## config.mk

```make
export PLATFORM = sky130hd
export DESIGN_NAME = hib_ctrl
export DESIGN_NICKNAME = d
export VERILOG_FILES = /design/src/design/hib_tick_div.v /design/src/design/hib_ctrl.v
export VERILOG_INCLUDE_DIRS = /design/src /design/src/inc
export SDC_FILE = /design/constraint.sdc
export NUM_CORES = 1
export LEC_CHECK = 0
export BUFFER_PORTS_ARGS = -buffer_cell sky130_fd_sc_hd__buf_2
export CAP_MARGIN = 0
export CORE_ASPECT_RATIO = 0.9
export CORE_MARGIN = 2
export CORE_UTILIZATION = 54
export DETAILED_ROUTE_END_ITERATION = 12
export GPL_TIMING_DRIVEN = 0
export PLACE_DENSITY = 0.76
export SETUP_SLACK_MARGIN = 0.5
export SLEW_MARGIN = 20
export SYNTH_ARGS = -nofsm -noshare
export SYNTH_HDL_FRONTEND = slang
export SYNTH_HIERARCHICAL = 1
export SYNTH_SLANG_ARGS = --single-unit
```

## constraint.sdc

```tcl
create_clock -name clk -period 2.6 [get_ports clk]
set_clock_uncertainty 0.2 [all_clocks]
set_input_delay 0.13 -clock clk [delete_from_list [all_inputs] [get_ports clk]]
set_output_delay 0.13 -clock clk [all_outputs]
set_load 0.1 [all_outputs]
```

## src/inc/hib_consts.vh

```
// Purpose: Register map, field positions and timing counts of the hibernation controller
// Assumes: 32-bit APB, one aligned word per register
// Notes:   Definitions only
`ifndef HIB_CONSTS_VH
`define HIB_CONSTS_VH

// Register byte offsets
`define OFS_COUNTER      12'h000
`define OFS_CMP0         12'h004
`define OFS_CMP1         12'h008
`define OFS_LOAD         12'h00C
`define OFS_CTRL         12'h010
`define OFS_IRQ_MASK     12'h014
`define OFS_IRQ_RAW      12'h018
`define OFS_IRQ_MASKED   12'h01C
`define OFS_IRQ_CLEAR    12'h020

// Interrupt bit positions
`define IRQ_WR_DONE      0
`define IRQ_PIN_WAKE     1
`define IRQ_BATTERY_LOW  2
`define IRQ_CMP0         3
`define IRQ_CMP1         4
`define IRQ_WIDTH        5

// Control field positions
`define CTRL_COUNT_EN    0
`define CTRL_HIB_REQ     1
`define CTRL_WAKE_PIN    3
`define CTRL_WAKE_CMP    4
`define CTRL_WAKE_BAT    5
`define CTRL_BAT_EN      6
`define CTRL_BAT_ABORT   7
`define CTRL_BAT_SEL_LO  8
`define CTRL_BAT_SEL_HI  9
`define CTRL_ACTIVE      31

// Reset values
`define CTRL_RESET       10'h000
`define MASK_RESET       5'h00

// Timing: write settle time into the slow domain, and the seconds tick
`define WR_SETTLE_NS     92
`define CLK_PERIOD_NS    4
`define WR_SETTLE_CYC    ((`WR_SETTLE_NS + `CLK_PERIOD_NS - 1) / `CLK_PERIOD_NS)
`define CLK_HZ           250000000

`endif

```

## src/design/hib_tick_div.v

```verilog
// Purpose: Divider producing a one-cycle enable once per period
// Assumes: Single clock domain, synchronous active-high reset
// Notes:   Clears count to zero while run is low
`timescale 1ns/1ns
`default_nettype none

module hib_tick_div #(
    parameter integer DIVIDE = 250000000
) (
    // Clock and reset
    input  wire clk,
    input  wire rst,
    // Control
    input  wire run,
    // Tick output
    output reg  tick
);

    reg [31:0] count_reg;

    // Count up to DIVIDE-1 then emit a pulse
    always @(posedge clk)
    begin
        if (rst)
        begin
            count_reg <= 32'h0000_0000;
            tick      <= 1'b0;
        end
        else if (!run)
        begin
            count_reg <= 32'h0000_0000;
            tick      <= 1'b0;
        end
        else if (count_reg == DIVIDE[31:0] - 32'h0000_0001)
        begin
            count_reg <= 32'h0000_0000;
            tick      <= 1'b1;
        end
        else
        begin
            count_reg <= count_reg + 32'h0000_0001;
            tick      <= 1'b0;
        end
    end

endmodule

`default_nettype wire

```

## src/design/hib_ctrl.v

```verilog
// Purpose: Always-powered hibernation controller with seconds counter and compares
// Assumes: APB slave, 32-bit data; rst is the hibernation domain reset, not the CPU POR
// Notes:   Battery compare level and wake pin arrive from pins and are synchronised
//
// Overview of operation
// Five interrupt sources, each with its own enable bit, any combination.
// Raw and masked status readable, same bit positions as enable mask.
// Single interrupt output high while any masked status bit is set.
// Writing ones to the clear mask clears those pending flags.
// Control register shows block already active, surviving processor reset.
// Low battery with detection enabled sets the low-battery raw flag.
// Abort mode cancels a pending hibernation request on low battery.
// Threshold select field, four levels, forwarded to the battery comparator.
// Battery mode and threshold read back as written.
// Hibernation request drops regulator enable unless an abort condition exists.
// While hibernating, any enabled wake condition raises regulator enable again.
// State survives the processor power-on reset; only rst clears it.
// Software sets wake enables first and tolerates running on after request.
// Separate wake enables for pin, compare match and low battery.
// Counter enable gates counting, compare matches and their effects.
// Seconds counter advances once per second, readable as whole seconds.
// Compare 0 register is writable and reads back unchanged.
// Counter equal compare 0 sets match flag, interrupt and wake if enabled.
// Write-complete flag set once a slow-domain write has settled.
//
// Decided for this implementation: the APB register port and the placing of the registers.
`timescale 1ns/1ns
`default_nettype none
`include "hib_consts.vh"

module hib_ctrl #(
    parameter integer TICK_DIVIDE = `CLK_HZ
) (
    // Clock and reset
    input  wire        clk,
    input  wire        rst,
    // APB slave
    input  wire        psel,
    input  wire        penable,
    input  wire        pwrite,
    input  wire [11:0] paddr,
    input  wire [31:0] pwdata,
    output reg  [31:0] prdata,
    output reg         pready,
    output reg         pslverr,
    // Interrupt
    output reg         irq,
    // Regulator, wake pin and battery monitor
    input  wire        wake_pin,
    input  wire        battery_low_in,
    output reg         regulator_en,
    output reg  [1:0]  battery_threshold_sel,
    output reg         battery_compare_en
);

    localparam [1:0] ST_RUN   = 2'b00;
    localparam [1:0] ST_ARMED = 2'b01;
    localparam [1:0] ST_HIB   = 2'b10;

    // Settle count cut to the width of its counter on purpose
    localparam integer SETTLE_CYC = `WR_SETTLE_CYC;
    localparam [7:0]   SETTLE     = SETTLE_CYC[7:0];

    reg [31:0] counter_reg;
    reg [31:0] cmp0_reg;
    reg [31:0] cmp1_reg;
    reg [9:0]  ctrl_reg;
    reg        active_reg;
    reg [4:0]  mask_reg;
    reg [4:0]  raw_reg;
    reg [4:0]  raw_next;
    reg [1:0]  state_reg;
    reg [7:0]  settle_reg;
    reg        wake_meta_reg;
    reg        wake_sync_reg;
    reg        bat_meta_reg;
    reg        bat_sync_reg;
    reg [2:0]  bat_en_dly_reg;
    reg        cmp0_hit_reg;
    reg        cmp1_hit_reg;
    reg [31:0] rdata_next;
    reg        addr_ok;

    wire       tick;
    wire       wr_en;
    wire       rd_en;
    wire       count_en;
    wire       bat_low;
    wire       cmp0_now;
    wire       cmp1_now;
    wire [4:0] events;
    wire       wake_any;

    // Decode for a known register offset
    function is_mapped;
        input [11:0] a;
        begin
            is_mapped = (a == `OFS_COUNTER) || (a == `OFS_CMP0) || (a == `OFS_CMP1)
                     || (a == `OFS_LOAD) || (a == `OFS_CTRL) || (a == `OFS_IRQ_MASK)
                     || (a == `OFS_IRQ_RAW) || (a == `OFS_IRQ_MASKED)
                     || (a == `OFS_IRQ_CLEAR);
        end
    endfunction

    // Access phase strobes, one-cycle answer
    assign wr_en    = psel && penable && pwrite && !pready;
    assign rd_en    = psel && penable && !pwrite && !pready;
    assign count_en = ctrl_reg[`CTRL_COUNT_EN];
    // Comparator output ignored until its enable has passed the synchroniser
    assign bat_low  = ctrl_reg[`CTRL_BAT_EN] && bat_en_dly_reg[2] && bat_sync_reg;

    // Compare matches exist only while counting is enabled
    assign cmp0_now = count_en && (counter_reg == cmp0_reg);
    assign cmp1_now = count_en && (counter_reg == cmp1_reg);

    // Event terms; pin and battery events are levels, compare events fire on entering equality
    assign events[`IRQ_WR_DONE]     = (settle_reg == 8'h01);
    assign events[`IRQ_PIN_WAKE]    = wake_sync_reg;
    assign events[`IRQ_BATTERY_LOW] = bat_low;
    assign events[`IRQ_CMP0]        = cmp0_now && !cmp0_hit_reg;
    assign events[`IRQ_CMP1]        = cmp1_now && !cmp1_hit_reg;

    // Enabled wake sources
    assign wake_any = (ctrl_reg[`CTRL_WAKE_PIN] && wake_sync_reg)
                   || (ctrl_reg[`CTRL_WAKE_CMP] && (cmp0_now || cmp1_now))
                   || (ctrl_reg[`CTRL_WAKE_BAT] && bat_low);

    // Seconds tick only while counter enabled
    hib_tick_div #(
        .DIVIDE (TICK_DIVIDE)
    ) u_tick (
        .clk    (clk),
        .rst    (rst),
        .run    (count_en),
        .tick   (tick)
    );

    // Two-stage synchronisers for pin inputs
    always @(posedge clk)
    begin
        if (rst)
        begin
            wake_meta_reg <= 1'b0;
            wake_sync_reg <= 1'b0;
            bat_meta_reg  <= 1'b0;
            bat_sync_reg  <= 1'b0;
        end
        else
        begin
            wake_meta_reg <= wake_pin;
            wake_sync_reg <= wake_meta_reg;
            bat_meta_reg  <= battery_low_in;
            bat_sync_reg  <= bat_meta_reg;
        end
    end

    // Enable delay matching the comparator register and both sync stages
    always @(posedge clk)
    begin
        if (rst)
            bat_en_dly_reg <= 3'h0;
        else
            bat_en_dly_reg <= {bat_en_dly_reg[1:0], battery_compare_en};
    end

    // Seconds counter, load and compare registers
    always @(posedge clk)
    begin
        if (rst)
        begin
            counter_reg  <= 32'h0000_0000;
            cmp0_reg     <= 32'hFFFF_FFFF;
            cmp1_reg     <= 32'hFFFF_FFFF;
            cmp0_hit_reg <= 1'b0;
            cmp1_hit_reg <= 1'b0;
        end
        else
        begin
            cmp0_hit_reg <= cmp0_now;
            cmp1_hit_reg <= cmp1_now;
            if (wr_en && paddr == `OFS_LOAD)
                counter_reg <= pwdata;
            else if (tick && count_en)
                counter_reg <= counter_reg + 32'h0000_0001;
            if (wr_en && paddr == `OFS_CMP0)
                cmp0_reg <= pwdata;
            if (wr_en && paddr == `OFS_CMP1)
                cmp1_reg <= pwdata;
        end
    end

    // Control register; hibernation request bit is self-clearing by the state machine
    always @(posedge clk)
    begin
        if (rst)
        begin
            ctrl_reg   <= `CTRL_RESET;
            active_reg <= 1'b0;
            mask_reg   <= `MASK_RESET;
        end
        else
        begin
            if (wr_en && paddr == `OFS_CTRL)
            begin
                ctrl_reg   <= pwdata[9:0];
                active_reg <= 1'b1;
            end
            else if (state_reg == ST_ARMED)
                ctrl_reg[`CTRL_HIB_REQ] <= 1'b0;
            if (wr_en && paddr == `OFS_IRQ_MASK)
                mask_reg <= pwdata[4:0];
        end
    end

    // Settle counter for writes crossing into the slow domain
    always @(posedge clk)
    begin
        if (rst)
            settle_reg <= 8'h00;
        else if (wr_en && (paddr == `OFS_LOAD || paddr == `OFS_CMP0 ||
                           paddr == `OFS_CMP1 || paddr == `OFS_CTRL))
            settle_reg <= SETTLE;
        else if (settle_reg != 8'h00)
            settle_reg <= settle_reg - 8'h01;
    end

    // Sticky raw flags: set wins over clear
    always @*
    begin
        raw_next = raw_reg;
        if (wr_en && paddr == `OFS_IRQ_CLEAR)
            raw_next = raw_next & ~pwdata[4:0];
        raw_next = raw_next | events;
    end

    always @(posedge clk)
    begin
        if (rst)
        begin
            raw_reg <= 5'h00;
            irq     <= 1'b0;
        end
        else
        begin
            raw_reg <= raw_next;
            irq     <= |(raw_next & mask_reg);
        end
    end

    // Hibernation sequencing of the regulator enable
    always @(posedge clk)
    begin
        if (rst)
        begin
            state_reg    <= ST_RUN;
            regulator_en <= 1'b1;
        end
        else
        begin
            case (state_reg)
                ST_RUN:
                begin
                    regulator_en <= 1'b1;
                    if (ctrl_reg[`CTRL_HIB_REQ])
                        state_reg <= ST_ARMED;
                end
                ST_ARMED:
                begin
                    if (ctrl_reg[`CTRL_BAT_ABORT] && bat_low)
                        state_reg <= ST_RUN;
                    else
                    begin
                        regulator_en <= 1'b0;
                        state_reg    <= ST_HIB;
                    end
                end
                ST_HIB:
                begin
                    if (wake_any)
                    begin
                        regulator_en <= 1'b1;
                        state_reg    <= ST_RUN;
                    end
                end
                default:
                begin
                    regulator_en <= 1'b1;
                    state_reg    <= ST_RUN;
                end
            endcase
        end
    end

    // Battery comparator controls
    always @(posedge clk)
    begin
        if (rst)
        begin
            battery_threshold_sel <= 2'b00;
            battery_compare_en    <= 1'b0;
        end
        else
        begin
            battery_threshold_sel <= ctrl_reg[`CTRL_BAT_SEL_HI:`CTRL_BAT_SEL_LO];
            battery_compare_en    <= ctrl_reg[`CTRL_BAT_EN];
        end
    end

    // Read multiplexer
    always @*
    begin
        addr_ok    = is_mapped(paddr);
        rdata_next = 32'h0000_0000;
        case (paddr)
            `OFS_COUNTER:    rdata_next = counter_reg;
            `OFS_CMP0:       rdata_next = cmp0_reg;
            `OFS_CMP1:       rdata_next = cmp1_reg;
            `OFS_LOAD:       rdata_next = counter_reg;
            `OFS_CTRL:
            begin
                rdata_next[9:0]          = ctrl_reg;
                rdata_next[`CTRL_ACTIVE] = active_reg;
            end
            `OFS_IRQ_MASK:   rdata_next[4:0] = mask_reg;
            `OFS_IRQ_RAW:    rdata_next[4:0] = raw_reg;
            `OFS_IRQ_MASKED: rdata_next[4:0] = raw_reg & mask_reg;
            default:         rdata_next = 32'h0000_0000;
        endcase
    end

    // APB answer one cycle into the access phase
    always @(posedge clk)
    begin
        if (rst)
        begin
            pready  <= 1'b0;
            pslverr <= 1'b0;
            prdata  <= 32'h0000_0000;
        end
        else
        begin
            pready  <= wr_en || rd_en;
            pslverr <= (wr_en || rd_en) && !addr_ok;
            prdata  <= rd_en ? rdata_next : 32'h0000_0000;
        end
    end

endmodule

`default_nettype wire

```

==> impl_metrics.yaml <==
final_layout:
  most-common-layout-cells: "dfxtp_1 (190), buf_2 (91), nor2_1 (85), nor2b_1 (79), nand2_1 (78)"
  drive_above_1_share_pct: 23.7
  nets: 1345
  layout_commonest_cell: "dfxtp_1"
  syn_to_final_growth_pct: 29.7
  finalInstanceArea_um2: 12700
  antenna_cells: 0
placement:
  place_area_um2: 10600
  place_congestion: 0.988
  portBuffers: 86
  dpl.hpwl_um: 19600
drt:
  ant_nets: 0
  via_count: 9368
  drtPass1Iterations: 5
  drt-vias-per-instance: 6.07
  wl_um: 30100
  drc: 0
  drt_iter0_drc: 980
  wl_per_cell_um: 19.5
clock_network:
  tritoncts: "built"
  clock_path_buffers: 3
  ctsHoldBuffers: 44
  cts_root_buf: "clkbuf_16"
  numCtsBuffers: 22
  path_clk_slew_ns: 0.06
  h-tree-depth: 1
  cts.sinks: 208
  clock_latency_ns: 0.51
floorplan:
  die_w_um: 146
  io_pins: 90
  coreArea_um2: 17700
  die_area_um2: 19200
  rows: 46
  dieHeight_um: 132
  start_util_pct: 55.4
critical_path:
  cp.arrival_ns: 2.70
  critPathMaxFanout: 3
  cp-end-kind: "register"
  critPathLaunchType: "register"
  critPathKind: "register to register"
  worstPathRequired_ns: 2.77
pwr:
  total_power_mw: 6.98
  ir_worst_vdd_mv: 0.479
  power.leakage_nw: 4.58
  p_per_area_nw_per_um2: 550
global_route:
  grt_max_degree: 14
  antenna_found_initial: 0
  grt_overflow: 0
  grt_pass1_wl_um: 45600
  grt_usage_pct: 29.3
  grt_pass1_vias: 8406
yosys:
  synth-async-reset-ratio_pct: 0
  netlist_instances: 1101
  synth.distinct_cells: 58
  synth_top_area_share_pct: 42.6
  ys_seq_area_share_pct: 42.6
  synth_fp_nets: 1157
  synthFlopType: "dfxtp_1"
  synth_edf_count: 0
  synth.yosys.warnings: 6
  ys_ff_latch: 208
  syn_area_um2: 9780
  yosysTopAreaCell: "dfxtp_1"
  syn_area_per_cell_um2: 8.88
  synthTopCellsByArea: "dfxtp_1 (43%), xnor2_1 (6.0%), a211o_1 (5.8%)"
sta:
  hold_viol_final: 1
  fin_crit_sh_pct: 97.4
  setup_viol: 0
  slew_headroom_pct: 53.2
  period_minus_slack_ns: 2.53
  fmax_mhz: 395
  hold_ws_ns: -0.0573
  slew_viol_final: 0
  rsz0062_at_grt: "true"
  worst_pin_slew_ns: 0.697
min_path:
  holdCritPathClass: "primary input to register"
status:
  status: "finished, violations left"
  violations: "hold timing"
flow_run:
  drv_cap: 0
==> routing by layer <==
layer	track usage (%)	routed length (µm)	vias up
met5	0	0	-
met4	8.66	1160	0
met2	47.2	13700	502
li1	-	-	4308
met1	40.1	12400	4448
met3	5.49	2800	110
==> critical path: stages (launching register included) <==
cell and delay, ns:
dfxtp_2 0.33, buf_8 0.12, xnor2_4 0.16, nand4_1 0.18, or4_1 0.44, or4_4 0.55
a221oi_2 0.27, o211ai_1 0.13
==> cells in the mapped netlist, drive strengths merged (18+ instances only) <==
library cell and count:
inv 18, a21oi 62, nor4 23, nand4 35
dfxtp 208, nor2 90, clkbuf 62, a22oi 44
xor2 50, xnor2 67, nand2 79, nor2b 80
nand3 24, a211o 65, buf 26, a211oi 31
==> where the power goes <==
group,switching (mW),internal (mW)
logic,0.337,0.264
clock network,1.25,1.82
registers,0.0626,3.25
==> cells by family after synthesis <==
logic type | after synthesis | share of synthesized area [%]
fa+ha+maj | 5 | 0.640
compound gates | 244 | 17.9
mux | 5 | 0.512
simple gates | 416 | 23.0
buf+inv | 106 | 4.91
xor+xnor | 117 | 10.5
flops | 208 | 42.6
==> path summary, 6_finish.rpt <==
path                                                    from                         to  slack, ns  cells past startpoint
worst max-delay path            counter_reg[20]$_SDFFE_PP0P_  regulator_en$_SDFFE_PP1P_       0.07                      7
worst min-delay path                                paddr[1]      raw_reg[4]$_SDFF_PP0_      -0.06                      6
worst max register to register  counter_reg[20]$_SDFFE_PP0P_  regulator_en$_SDFFE_PP1P_       0.07                      7
worst min register to register       bat_meta_reg$_SDFF_PP0_    bat_sync_reg$_SDFF_PP0_       0.23                      1
==> metrics by stage <==
stage | std cells | util, % | TNS (ns) | hold WS [ns] | worst slack (ns)
finish | 1544 | 71.8 | 0 | -0.0573 | 0.0667
global route | 1544 | 71.8 | 0 | -0.0172 | 0.0218
CTS | 1526 | 68.7 | 0 | -0.0694 | 0.0829
detailed placement | 1427 | 60.0 | -1.32 | 0.149 | -0.189
global placement | 1427 | 60.0 | -1.07 | 0.144 | -0.148
floorplan | 1101 | - | 0 | 0.0479 | 0.322
==> cell type report <==
class | instances | area [µm²]
Timing Repair Buffer | 164 | 1160
Clock inverter | 2 | 12.5
Sequential cell | 208 | 4200
Inverter | 18 | 67.6
Fill cell | 1332 | 4980
Buffer | 88 | 619
Tap cell | 240 | 300
Clock buffer | 37 | 698
Multi-Input combinational cell | 787 | 5620
==> repair_timing <==
action                                 CTS  global route
pin swaps                               18            43
setup endpoints to repair              104            94
buffers inserted                        16            17
gates cloned                             0             1
endpoints found under the hold margin  138             1
gates resized for setup                 77           122
Power figures use the tool's default switching activity.
